`config.mk`:
```
export PLATFORM = sky130hd
export DESIGN_NAME = power_mode_sequencer
export DESIGN_NICKNAME = d
export VERILOG_FILES = /design/src/shared/power_mode_pkg.sv /design/src/rtl/input_sync.sv /design/src/rtl/power_mode_sequencer.sv
export VERILOG_INCLUDE_DIRS = /design/src /design/src/shared
export SDC_FILE = /design/constraint.sdc
export NUM_CORES = 1
export LEC_CHECK = 0
export ABC_AREA = 1
export BUFFER_PORTS_ARGS = -buffer_cell sky130_fd_sc_hd__buf_2
export CORE_ASPECT_RATIO = 1.75
export CORE_MARGIN = 5
export CORE_UTILIZATION = 59
export DETAILED_ROUTE_END_ITERATION = 8
export PLACE_DENSITY = 0.86
export RECOVER_POWER = 25
export SETUP_SLACK_MARGIN = 0.1
export SYNTH_ARGS = -nofsm -noshare
export SYNTH_HDL_FRONTEND = slang
export SYNTH_HIERARCHICAL = 1
export SYNTH_SLANG_ARGS = --single-unit
```
`constraint.sdc`:
```
create_clock -name ref_clk -period 6.6 [get_ports ref_clk]
set_input_delay 0 -clock ref_clk [delete_from_list [all_inputs] [get_ports ref_clk]]
set_output_delay 0 -clock ref_clk [all_outputs]
set_load 0.005 [all_outputs]
```
`src/shared/power_mode_defines.svh`:
```
// timing counts and reset values for the power mode sequencer
`ifndef POWER_MODE_DEFINES_SVH
`define POWER_MODE_DEFINES_SVH
`define PMS_TIMER_W          32
`define PMS_IDLE_DELAY_DEF   32'h000f4240
`define PMS_SLEEP_DELAY_DEF  32'h000f4240
`define PMS_OFF_DELAY_DEF    32'h00989680
`define PMS_WAKE_INTERVAL    32'h000003e8
`define PMS_SUPPLY_RST       5'h1e
`define PMS_RST_HOLD_MS      50
`define PMS_SYNC_STAGES      2
`endif

```
`src/shared/power_mode_pkg.sv`:
```
// types shared by the power mode sequencer
package power_mode_pkg;
  typedef enum logic [1:0]
  {
    MODE_ACTIVE = 2'b00,
    MODE_IDLE   = 2'b01,
    MODE_SLEEP  = 2'b11,
    MODE_OFF    = 2'b10
  } power_mode_e;

  typedef struct packed
  {
    logic coreSupply;
    logic amplifierSupply;
    logic regulatorEnable;
    logic radioSupply;
    logic lowPowerClock;
  } supply_ctl_s;

  typedef struct packed
  {
    logic       forceValid;
    logic [1:0] forceMode;
    logic       sleepEnable;
  } pm_request_s;
endpackage

```
`src/rtl/input_sync.sv`:
```
// two flip-flop synchroniser for pin inputs
`timescale 1ns/1ps
module input_sync
#(
  parameter int WIDTH = 1
)
(
  input  wire logic             ref_clk,
  input  wire logic             sys_rst,
  input  wire logic [WIDTH-1:0] asyncIn,
  input  wire logic [WIDTH-1:0] resetValue,
  output logic      [WIDTH-1:0] syncOut
);
  typedef struct packed
  {
    logic [WIDTH-1:0] stage1;
    logic [WIDTH-1:0] stage2;
  } sync_s;

  sync_s state;
  sync_s next_state;

  always_comb
  begin
    next_state.stage1 = asyncIn;
    next_state.stage2 = state.stage1;
  end

  always_ff @(posedge ref_clk)
  begin
    if (sys_rst)
    begin
      state.stage1 <= resetValue;
      state.stage2 <= resetValue;
    end
    else
    begin
      state <= next_state;
    end
  end

  assign syncOut = state.stage2;
endmodule

```
`src/rtl/power_mode_sequencer.sv`:
```
// power mode and reset sequencer for a low-energy wireless device
`timescale 1ns/1ps
`include "power_mode_defines.svh"

// Overview of operation
// Four power modes exist, from highest power: active, idle, sleep and deepest-off.
// With sleep disabled the step-down goes from idle straight to deepest-off.
// After the programmed inactivity period the mode steps to the next lower one.
// Any user activity returns the device directly to active mode.
// In deepest-off the core supply output and the amplifier supply are switched off.
// In deepest-off the always-on I/O domain stays up and restores power on a user event.
// Entering deepest-off disables the on-chip regulator.
// In low-power connection mode the low-power clock runs and a wake pulse follows a fixed interval.
// The radio supply follows packet transmit and receive activity.
// Mode changes can be forced by register requests as well as by packet handling events.
// While the active-low external reset is low the block is held in reset.
// The host holds external reset low until the I/O supply has been stable for 50 ms; host_model holds it low for HOLD = 20 clocks instead.
// External reset has the same effect as power-on reset and restores every reset value.
// The inactivity timer restarts on each activity event and each mode change.
module power_mode_sequencer
(
  input  wire logic                        ref_clk,
  input  wire logic                        sys_rst,
  input  wire logic                        ext_reset_n,
  input  wire logic                        userActivity,
  input  wire logic                        lowPowerConnect,
  input  wire logic                        packetActive,
  input  wire power_mode_pkg::pm_request_s pmRequest,
  input  wire power_mode_pkg::pm_request_s baseband_engineRequest,
  input  wire logic [`PMS_TIMER_W-1:0]     idleDelay,
  input  wire logic [`PMS_TIMER_W-1:0]     sleepDelay,
  input  wire logic [`PMS_TIMER_W-1:0]     offDelay,
  output logic [1:0]                       powerMode,
  output logic                             deepest_off_mode,
  output power_mode_pkg::supply_ctl_s      supplyCtl,
  output logic                             always_on_io_domain,
  output logic                             wakePulse,
  output logic                             deviceInReset
);
  // ==========================================================================
  // pin synchronisation
  // ==========================================================================
  logic [1:0] pinSync;

  input_sync #(.WIDTH(2)) pinSyncInst
  (
    .ref_clk    (ref_clk),
    .sys_rst    (sys_rst),
    .asyncIn    ({~ext_reset_n, userActivity}),
    .resetValue (2'h2),
    .syncOut    (pinSync)
  );

  logic extResetActive;
  logic activitySeen;
  assign extResetActive = pinSync[1];
  assign activitySeen   = pinSync[0];

  // ==========================================================================
  // state
  // ==========================================================================
  typedef struct packed
  {
    power_mode_pkg::power_mode_e mode;
    logic [`PMS_TIMER_W-1:0]     idleTimer;
    logic [`PMS_TIMER_W-1:0]     wakeTimer;
    power_mode_pkg::supply_ctl_s supply;
    logic                        wake;
    logic                        inReset;
    logic                        offFlag;
    logic                        ioOn;
  } seq_s;

  seq_s state;
  seq_s next_state;

  function automatic power_mode_pkg::power_mode_e lowerMode
  (
    input power_mode_pkg::power_mode_e cur,
    input logic                        sleepOn
  );
    case (cur)
      power_mode_pkg::MODE_ACTIVE: lowerMode = power_mode_pkg::MODE_IDLE;
      power_mode_pkg::MODE_IDLE:   lowerMode = sleepOn ? power_mode_pkg::MODE_SLEEP
                                                       : power_mode_pkg::MODE_OFF;
      power_mode_pkg::MODE_SLEEP:  lowerMode = power_mode_pkg::MODE_OFF;
      default:                     lowerMode = power_mode_pkg::MODE_OFF;
    endcase
  endfunction

  function automatic logic [`PMS_TIMER_W-1:0] modeDelay
  (
    input power_mode_pkg::power_mode_e cur,
    input logic [`PMS_TIMER_W-1:0]     dIdle,
    input logic [`PMS_TIMER_W-1:0]     dSleep,
    input logic [`PMS_TIMER_W-1:0]     dOff
  );
    case (cur)
      power_mode_pkg::MODE_ACTIVE: modeDelay = dIdle;
      power_mode_pkg::MODE_IDLE:   modeDelay = dSleep;
      power_mode_pkg::MODE_SLEEP:  modeDelay = dOff;
      default:                     modeDelay = '1;
    endcase
  endfunction

  function automatic power_mode_pkg::supply_ctl_s supplyFor
  (
    input power_mode_pkg::power_mode_e m,
    input logic                        lpc,
    input logic                        pkt
  );
    logic off;
    off = (m == power_mode_pkg::MODE_OFF);
    supplyFor.coreSupply      = ~off;
    supplyFor.amplifierSupply = ~off;
    supplyFor.regulatorEnable = ~off;
    supplyFor.radioSupply     = ~off & pkt;
    supplyFor.lowPowerClock   = off | lpc;
  endfunction

  // ==========================================================================
  // next state
  // ==========================================================================
  logic                        sleepOn;
  logic                        forceHit;
  power_mode_pkg::power_mode_e forceTarget;

  always_comb
  begin
    next_state = state;
    next_state.wake = 1'b0;
    next_state.inReset = 1'b0;
    sleepOn = pmRequest.sleepEnable;
    forceHit = 1'b0;
    forceTarget = power_mode_pkg::MODE_ACTIVE;
    if (baseband_engineRequest.forceValid)
    begin
      forceHit = 1'b1;
      forceTarget = power_mode_pkg::power_mode_e'(baseband_engineRequest.forceMode);
    end
    else if (pmRequest.forceValid)
    begin
      forceHit = 1'b1;
      forceTarget = power_mode_pkg::power_mode_e'(pmRequest.forceMode);
    end
    if (forceTarget == power_mode_pkg::MODE_SLEEP && !sleepOn)
    begin
      forceTarget = power_mode_pkg::MODE_OFF;
    end
    if (activitySeen)
    begin
      next_state.mode = power_mode_pkg::MODE_ACTIVE;
      next_state.idleTimer = '0;
    end
    else if (forceHit)
    begin
      next_state.mode = forceTarget;
      next_state.idleTimer = '0;
    end
    else if (state.mode != power_mode_pkg::MODE_OFF &&
             state.idleTimer >= modeDelay(state.mode, idleDelay, sleepDelay, offDelay) - 32'h1)
    begin
      next_state.mode = lowerMode(state.mode, sleepOn);
      next_state.idleTimer = '0;
    end
    else if (state.mode != power_mode_pkg::MODE_OFF)
    begin
      next_state.idleTimer = state.idleTimer + 32'h1;
    end
    if (lowPowerConnect && state.mode != power_mode_pkg::MODE_OFF)
    begin
      if (state.wakeTimer >= `PMS_WAKE_INTERVAL - 32'h1)
      begin
        next_state.wakeTimer = '0;
        next_state.wake = 1'b1;
      end
      else
      begin
        next_state.wakeTimer = state.wakeTimer + 32'h1;
      end
    end
    else
    begin
      next_state.wakeTimer = '0;
    end
    next_state.supply = supplyFor(next_state.mode, lowPowerConnect, packetActive);
    next_state.offFlag = (next_state.mode == power_mode_pkg::MODE_OFF);
    next_state.ioOn = 1'b1;
  end

  // ==========================================================================
  // registers
  // ==========================================================================
  always_ff @(posedge ref_clk)
  begin
    if (sys_rst || extResetActive)
    begin
      state.mode      <= power_mode_pkg::MODE_ACTIVE;
      state.idleTimer <= '0;
      state.wakeTimer <= '0;
      state.supply    <= `PMS_SUPPLY_RST;
      state.wake      <= 1'b0;
      state.inReset   <= 1'b1;
      state.offFlag   <= 1'b0;
      state.ioOn      <= 1'b1;
    end
    else
    begin
      state <= next_state;
    end
  end

  // ==========================================================================
  // outputs
  // ==========================================================================
  assign powerMode           = state.mode;
  assign deepest_off_mode    = state.offFlag;
  assign supplyCtl           = state.supply;
  assign always_on_io_domain = state.ioOn;
  assign wakePulse           = state.wake;
  assign deviceInReset       = state.inReset;
endmodule

```
# Word-level counts from Yosys, hierarchy flattened
# Cells that the tools add are included.
[op_classes] n_eq_ne=5 n_addsub=3 n_reduce_logical=9 n_mul=0 div_mod_pow=0 muxes=17 n_bitwise=5 n_shift=0 magnitude_cmp=2
[ops] cell="32-bit 2-to-1 mux" n=4
[ops] cell="32-bit one-hot mux with 3 select lines" n=1
[ops] cell="34-bit 2-to-1 mux" n=2
[ops] cell="32-bit by 1-bit adder with 32-bit output (second input constant)" n=2
[ops] cell="32-bit by 10-bit >= comparator with 1-bit output (second input constant)" n=1
[ops] cell="32-bit >= comparator" n=1
[ops] cell="32-bit by 1-bit subtractor with 32-bit output (second input constant)" n=1
[ops] cell="2-bit 2-to-1 mux" n=4
[ops] cell="2-bit equality test (second input constant)" n=3
[ops] cell="1-bit 2-to-1 mux" n=4
[ops] cell="2-bit one-hot mux with 2 select lines" n=1
[ops] cell="4-bit OR reduction" n=1
[ops] cell="1-bit logical AND" n=3
[ops] cell="3-bit 2-to-1 mux" n=1
[ops] cell="1-bit inverter" n=3
[ops] cell="3-bit OR reduction" n=1
[ops] cell="2-bit by 1-bit equality test with 1-bit output (second input constant)" n=1
[ops] cell="2-bit logical NOT" n=1
[ops] cell="2-bit != test (second input constant)" n=1
[ops] cell="2-bit OR reduction" n=1
[ops] cell="1-bit bitwise AND" n=1
[ops] cell="1-bit logical NOT" n=1
[ops] cell="1-bit logical OR" n=1
[ops] cell="1-bit bitwise OR" n=1
[totals] ram_bits=0 regBits=77 mem_count=0 in_bits=110 wordCells=53 romBits=0 latch_bits=0

# Logic depth before layout (Yosys ltp)
# Gate-level depths: netlist of the first run.
[logic_depth] word_depth=13 ltp_mapped=30 depth_no_buf=29

# By module
# The synthesis of the first run kept the hierarchy.
[by_module_without_submodules] module="power_mode_sequencer" seq_area_each_um2=1441.4 area_per_inst_um2=5157.4 cells_per_inst=752 n_inst=1
[by_module_without_submodules] module="input_sync" seq_area_each_um2=80.1 area_per_inst_um2=121.4 cells_per_inst=15 n_inst=1

# Worst setup path before layout of the first run
# OpenSTA, ideal clock, no wires.
[synth_path] kind="register to register" from="register state, in the netlist powerMode[1]" to="register state[45] (netlist bit)" t_arrival_ns=3.248 period_less_slack_ns=3.378 setup_slack_ns=3.222 stages_incl_launch_ff=27 path_buffers=3 cell_sequence="dfxtp_1 -> buf_2 -> buf_6 -> o21ai_0 -> nand3_1 -> inv_1 -> ha_1 -> nand3_2 -> nor2_1 -> inv_1 -> nor2_4 -> nand4_2 -> nor2_1 -> nor2_1 -> nor2_1 -> inv_1 -> ha_1 -> nand2_1 -> nor2_1 -> nand2_1 -> nor2_1 -> nand2_1 -> nand2_1 -> nand2_1 -> nand3_1 -> clkbuf_1 -> nor3b_1"
[synth_between] elab_chain_cells=8 word_cells_on_any_way=11
[synth_rtl] item="start, declared" line="power_mode_sequencer.sv:74" text="seq_s state;"
[synth_rtl] item="start signal, assigned" line="power_mode_sequencer.sv:209" text="state <= next_state;"
[synth_rtl] item="2-bit equality test (tied with other cells)" line="power_mode_sequencer.sv:98" text="case (cur)"
[synth_rtl] item="32-bit one-hot mux with 3 select lines" line="power_mode_sequencer.sv:98"
[synth_rtl] item="32-bit 2-to-1 mux" line="power_mode_sequencer.sv:155" text="else if (forceHit)"
[synth_rtl] item="32-bit 2-to-1 mux" line="power_mode_sequencer.sv:150" text="if (activitySeen)"
[synth_rtl] item="32-bit by 1-bit subtractor with 32-bit output" line="power_mode_sequencer.sv:161" text="state.idleTimer >= modeDelay(state.mode, idleDelay, sleepDelay, offDelay) - 32'h1)"
[synth_rtl] item="32-bit >= comparator" line="power_mode_sequencer.sv:161"
[synth_rtl] item="1-bit logical AND" line="power_mode_sequencer.sv:160" text="else if (state.mode != power_mode_pkg::MODE_OFF &&"
[synth_rtl] item="4-bit OR reduction (no source line)"
# Several ways; a longest one is shown, not always the timed one. The select of a mux whose other input is x is not followed.
# A chain may end at the register's enable or synchronous reset.

# Worst setup path after layout of the first run
[layout_path] from="register state, in the netlist powerMode[1]" to="register state[72] (netlist bit)"
# The elaborated chain is that of the path after synthesis.

==> results of run 1 <==
worst paths after layout:
kind	cells after the start	end	slack, ns
min reg2reg	2	pinSyncInst/syncOut[0]$_DFF_P_	0.43
max	25	state[72]$_SDFFE_PP0N_	1.60
max reg2reg	25	state[72]$_SDFFE_PP0N_	1.60
min	4	powerMode[1]$_SDFF_PP0_	0.07
worst max-delay path: stages, from the launching register on:
cell	delay, ns
dfxtp_1	0.87
inv_2	0.44
nand2_2	0.47
o21ai_1	0.14
nor2_2	0.18
nand3_2	0.14
nor2_1	0.21
inv_1	0.16
nor2_4	0.19
nand4_2	0.16
nor2_1	0.12
nor2_1	0.05
nor2_1	0.11
inv_1	0.07
ha_1	0.27
nand2_1	0.07
nor2_1	0.14
nand2_1	0.09
nor2_1	0.10
nand2_1	0.06
nand2_1	0.13
nand2_1	0.09
nand3_1	0.09
buf_4	0.34
a21oi_1	0.08
o21a_1	0.11
kinds of logic after synthesis:
group / Yosys count / share of synthesized area
DFF: 76 / 0.288
other: 2 / 0.00142
buffers and inverters: 115 / 0.0953
AOI/OAI and AO/OA: 85 / 0.106
and+or+nand+nor: 399 / 0.335
xor gates and xnor gates: 55 / 0.0913
adders and majority gates: 35 / 0.0830
cell usage after synthesis (all sizes together):
library cell,n
xor2,35
nor3b,4
or3,2
conb,2
nand4,14
nor3,15
nand2,176
nand3,45
a31oi,3
a211oi,7
or2,3
dfxtp,76
a21oi,22
a21o,2
inv,88
xnor2,20
nor4,10
nor2,127
buf,22
and2,1
nand3b,2
o21a,2
ha,35
o211a,8
clkbuf,5
o31ai,1
o21ai,40
through the flow:
step	hold WS, ns	area (um2)
2_1_floorplan	0.103	5370
3_3_place_gp	0.187	5950
3_5_place_dp	0.194	5950
6_report	0.0714	6310
5_1_grt	0.0695	6300
4_1_cts	0.0128	6320
layout by cell type, fill, tap and decap left out, types with 22 or more instances in the layout:
| cell | Yosys | routed |
|---|---|---|
| dfxtp_1 | 76 | 76 |
| buf_2 | 9 | 108 |
| a21oi_1 | 22 | 22 |
| nand3_1 | 43 | 43 |
| inv_1 | 84 | 85 |
| ha_1 | 35 | 35 |
| nand2_1 | 172 | 172 |
| conb_1 | 2 | 25 |
| nor2_1 | 115 | 115 |
| xor2_1 | 35 | 35 |
| o21ai_0 | 31 | 31 |
flip-flops by register name, summed over array words and instances (netlist names):
name,cells
deepest_off_mode,1
state,64
pinSyncInst/next_state,2
deviceInReset,1
supplyCtl,3
wakePulse,1
pinSyncInst/syncOut,2
powerMode,2
power by group through the flow:
stage                     sequential, mW  clock (mW)  combinational [mW]
after global placement             0.487           0               0.183
after global routing               0.479       0.497               0.219
after CTS                          0.477       0.471               0.193
final                              0.478       0.470               0.195
after floorplan                    0.485           0               0.131
after detailed placement           0.487           0               0.186
routing by layer:
metal	wire, um	vias up	part of all wire
li1	-	2707	-
met1	5310	2442	0.37
met2	7890	130	0.55
met3	593	36	0.042
met4	422	0	0.030
met5	0	-	0
layout make-up:
type / count / area share
antenna: 1 / 0.000397
clock buffer: 9 / 0.0357
clock inverter: 7 / 0.00893
inverter: 88 / 0.0524
multi-input combinational: 599 / 0.530
sequential: 76 / 0.241
tap: 117 / 0.0232
timing repair buffer: 130 / 0.109
timing repair:
item | 4_1_cts | 5_1_grt
hold buffers | 9 | 0
gates resized for setup | 0 | 0
hold endpoints to repair | 8 | 0
buffers inserted | 0 | 0
==> summary.md, run 1 <==
| Metric | Value |
|---|---|
| Run status | `completed` |
| Maximum number of pins on one net before global-route repair | `36` |
| Post-layout min period | `5.00 ns` |
| Root cell of the clock tree | `clkbuf_16` |
| Wire per inst | `13.8 um` |
| Worst-Margin Slew | `1.37 ns` |
| Detail-routed via count per cell | `5.18` |
| Final-layout setup total negative slack | `0 ns` |
| Crit path launch type | `flip-flop` |
| Fin nets | `1049` |
| Post-Place Cells | `1001` |
| Final clock period utilization by the worst path | `0.757` |
| Die extent in x | `81.5 um` |
| Met1 Use GR | `0.274` |
| Initial DRC Count | `271` |
| Worst setup slack before clock tree synthesis | `1.82 ns` |
| CP endpoint kind | `flip-flop` |
| Reg area | `1520 um2` |
| DRC violation count after routing | `0` |
| Setup WS post-layout | `1.60 ns` |
| HPWL reported at the end of detailed placement | `10300 um` |
| Netlist area before placement | `5280 um2` |
| Library cell with the largest summed area after synthesis | `dfxtp_1` |
| Synthesis-to-finish area growth | `19.5%` |
| Power share of the clock group | `0.411` |
| Setup repair after global routing missed its margin | `false` |
| Launch instance of the worst min-delay path | `pmRequest[3]` |
| H-tree Lvls | `3` |
| Final routed wirelength across all metal layers | `14200 um` |
| Y dimension of the die | `135 um` |
| Endpoint arrival time on the critical path | `5.24 ns` |
| Library cells used by synthesis | `43` |
| Met3 usage in global routing | `0.0473` |
| GR Util met2 | `0.507` |
| Fillers | `750` |
| Post-Synthesis Cells | `767` |
| Combined area of the multi-input logic cells | `3340 um2` |
| Per-instance average area after synthesis | `6.88 um2` |
| Start-to-end type of the worst setup path | `reg -> reg` |
| Weighted congestion reported at the end of routability-driven placement | `0.901` |
| Number of sinks driven by the clock tree | `76` |
| Largest cells by area after synthesis | `dfxtp_1 29%, nand2_1 12%, ha_1 8.3%` |
| Sequential element share of the synthesized area | `0.288` |
| Final core utilization | `0.723` |
| Data required time of the critical path | `6.84 ns` |
| Power spent charging and discharging nets | `0.331 mW` |
| Longest Clk Path Bufs | `2` |
| Top cell type's share of synthesized area | `0.288` |
| Global-route wire length before repair | `23300 um` |
| Busiest grt layer | `met2` |
| Clk slew on worst S/H paths | `0.06 ns` |
| Flops & latches, synth | `76` |
| Fraction of final layout cells sized beyond drive strength 1 | `0.177` |
| CORE AREA | `8730 um2` |
| Post-layout power | `1.14 mW` |
| Initial antenna violation count | `0` |
| Sw frac | `0.290` |
| Internal Dissipation | `0.812 mW` |
| Final standard cell count with taps included and fillers excluded | `1027` |
| Worst ir drop on vdd | `182 uV` |
| Die area | `11000 um2` |
| Maximum operating frequency | `200 MHz` |
| Worst min path class | `in -> reg` |
| Crit path launch | `powerMode[1]$_SDFF_PP0_` |
| Source of the worst register-to-register timing path | `powerMode[1]$_SDFF_PP0_` |
| Total of endpoints with negative setup slack in the final report | `0` |
| Leak | `3.00 nW` |
| P per Cell Area | `181 nW/um2` |
| CTS tree | `done` |
| Synth warnings | `6` |
| Global-route usage over all layers | `0.268` |
| Final Max Tran Viols | `0` |
| Number of search-and-repair iterations in the first detailed-routing pass | `4` |
| Number of buffer cells added on primary ports | `118` |
| Worst clock skew | `0.00698 ns` |
| Num rows | `45` |
| Combinational share of power | `0.171` |
| Via count | `5315` |
| Skew-Pair Late Insertion Delay | `0.34 ns` |
| Initial Util | `0.605` |
| Final Hold Vio Count | `0` |
| Remaining antenna violation count | `0` |
| Number of I/O pins | `121` |
| CP Max Fanout | `32` |
| Slew margin rel. | `0.0881` |
| Number of buffers added by the clock tree synthesis step | `9` |
| Vias in the first global route | `5428` |
| Total gr overflow | `0` |
| Sequential Power Share | `0.418` |
| Number of max-cap violations | `0` |
(Power assumes the default switching activity.)
==> run 2, diff against run 1 <==
CORE_UTILIZATION = 55   (was 59)
PLACE_DENSITY = 0.81   (was 0.86)
clock period = 4.7 ns   (was 6.6 ns; I/O delays follow)
==> run 2 against run 1 <==
Against the previous run: clock power is 42% higher; sequential share of layout area down 0.12 points; critical path depth decreased by 1.
==> summary.md, run 2 (synthesis results as in run 1) <==
| Metric | Value |
|---|---|
| Maximum operating frequency | `238 MHz` |
| Via count | `5160` |
| Final clock period utilization by the worst path | `0.894` |
| Critical path, cell by cell | `clkbuf_1 > nand3_1 > nand3_1 > inv_1 > ha_1 > nand3_2 > nor2_1 > inv_1 > nor2_2 > xor2_1 > ha_1 > nand2_1 > nor2_1 > nand2_1 > nor2_1 > nor2_1 > nand2_1 > nand2_1 > nand2_1 > nand2_1 > nand3_1 > buf_4 > a21oi_1 > o21a_1` |
| Launch instance of the worst min-delay path | `baseband_engineRequest[3]` |
| Reg area | `1520 um2` |
| Setup bufs post-CTS | `0` |
| P per Cell Area | `254 nW/um2` |
| Number of buffers added by the clock tree synthesis step | `9` |
| Data required time of the critical path | `4.94 ns` |
| Max incr delay on CP | `0.65 ns` |
| Number of I/O pins | `121` |
| Source of the worst register-to-register timing path | `powerMode[0]$_SDFF_PP0_` |
| Global-route wire length before repair | `21900 um` |
| Final routed wirelength across all metal layers | `13200 um` |
| Die area | `11700 um2` |
| Commonest non-fill, non-tap cell in the layout | `nand2_1` |
| Post-layout min period | `4.20 ns` |
| Global-route usage over all layers | `0.227` |
| Initial Util | `0.561` |
| Crit path launch | `powerMode[0]$_SDFF_PP0_` |
| Critical path's slowest cell | `clkbuf_1` |
| Fin nets | `1051` |
| Die extent in x | `84.1 um` |
| Crit path launch type | `flip-flop` |
| Run status | `completed` |
| Total of endpoints with negative setup slack in the final report | `0` |
| Root cell of the clock tree | `clkbuf_16` |
| CP Max Fanout | `32` |
| Longest Clk Path Bufs | `2` |
| Wire per inst | `12.7 um` |
| Cell repeated most along the worst path | `nand2_1` |
| Top library cells by usage in the layout, fill and taps aside | `172 x nand2_1, 115 x nor2_1, 110 x buf_2, 85 x inv_1, 75 x dfxtp_1` |
| Fillers | `878` |
| Start-to-end type of the worst setup path | `reg -> reg` |
| Buffers and inverters on the worst path | `4` |
| Remaining antenna violation count | `0` |
| Total gr overflow | `0` |
| Initial antenna violation count | `1` |
| Slew margin rel. | `0.456` |
| Number of flip-flops under the largest register name | `64` |
| H-tree Lvls | `3` |
| Setup repair after global routing missed its margin | `false` |
| CP endpoint kind | `flip-flop` |
| CORE AREA | `9410 um2` |
| Initial DRC Count | `175` |
| Final-layout setup total negative slack | `0 ns` |
| Number of sinks driven by the clock tree | `76` |
| Leak | `3.02 nW` |
| Skew-Pair Late Insertion Delay | `0.34 ns` |
| Worst ir drop on vdd | `247 uV` |
| Worst clock skew | `0.00496 ns` |
| Fraction of final layout cells sized beyond drive strength 1 | `0.184` |
| Worst min path class | `in -> reg` |
| Final Max Tran Viols | `0` |
| Detail-routed via count per cell | `4.99` |
| Largest delay contributor family on the critical path | `simple AND/OR/NAND/NOR gates` |
| DRC violation count after routing | `0` |
| Final cell area excluding filler cells | `6340 um2` |
| Clk slew on worst S/H paths | `0.06 ns` |
| Worst-Margin Slew | `0.817 ns` |
| Vias in the first global route | `5109` |
| Maximum number of pins on one net before global-route repair | `33` |
| Number of max-cap violations | `0` |
| Cell area after placement | `5980 um2` |
| CTS tree | `done` |
| Number of buffer cells added on primary ports | `118` |
| Y dimension of the die | `140 um` |
| Number of search-and-repair iterations in the first detailed-routing pass | `4` |
| Synthesis-to-finish area growth | `20.2%` |
| Combined area of the multi-input logic cells | `3350 um2` |
| Largest register by flop count | `state` |
| Final Hold Vio Count | `0` |
| Worst hold slack after final layout | `0.0278 ns` |
| Weighted congestion reported at the end of routability-driven placement | `0.866` |
| HPWL reported at the end of detailed placement | `10500 um` |
| Num rows | `47` |
| Endpoint arrival time on the critical path | `4.44 ns` |
[run 2: cell types whose count changed in the layout (fill, tap and decap cells not counted), sizes merged]
cell / change
buf: +7
clkbuf: -4
clkinvlp: -1
dlygate4sd3: -1
inv: +1
[run 2: power breakdown]
group          switching, mW  internal [mW]
Clock                  0.297          0.370
Sequential           0.00708          0.662
Combinational          0.160          0.115
[run 2: final timing paths]
kind / slack (ns) / cells past startpoint / endpoint
worst max-delay path: 0.50 / 24 / state[72]$_SDFFE_PP0N_
worst min-delay path: 0.03 / 4 / powerMode[1]$_SDFF_PP0_
worst min register to register: 0.43 / 2 / pinSyncInst/syncOut[1]$_DFF_P_
worst max register to register: 0.50 / 24 / state[72]$_SDFFE_PP0N_
[run 2: what timing repair did]
action | in CTS | in global routing
endpoints found under the hold margin | 7 | 0
gates resized for setup | 0 | 2
hold buffers | 8 | 0
endpoints found under the setup margin | 0 | 34
[run 2: metal layers]
| layer | GRT usage | vias to the layer above | share of wire |
|---|---|---|---|
| li1 | - | 2717 | - |
| met1 | 0.238 | 2327 | 0.39 |
| met2 | 0.433 | 93 | 0.55 |
| met3 | 0.0432 | 23 | 0.034 |
| met4 | 0.0898 | 0 | 0.025 |
| met5 | 0 | - | 0 |
[run 2: layout make-up]
cell class              count  area share
flip-flops and latches     76       0.240
repair buffers            132       0.111
multi-input cells         599       0.527
diodes                      1    0.000394
inverters                  88      0.0521
clock inverters             7      0.0101
clock buffers               9      0.0355
well taps                 122      0.0241
[run 2: worst reg2reg max path, delay by kind of cell, from the launching register on]
kind / cells / cell delay [ns]
DFF: 1 / 0.47
buffers and inverters: 4 / 1.23
and+or+nand+nor: 15 / 1.58
AOI/OAI and AO/OA: 2 / 0.19
xor gates and xnor gates: 1 / 0.15
adders and majority gates: 2 / 0.50
[run 2: stage by stage]
stage / setup WS (ns) / total power, mW / util / instances
floorplan: 1.32 / 0.865 / - / 790
global placement: 0.515 / 0.945 / 0.636 / 1009
detailed placement: 0.434 / 0.950 / 0.636 / 1009
CTS: 0.409 / 1.62 / 0.675 / 1033
global route: 0.111 / 1.69 / 0.674 / 1034
finish: 0.496 / 1.61 / 0.674 / 1034
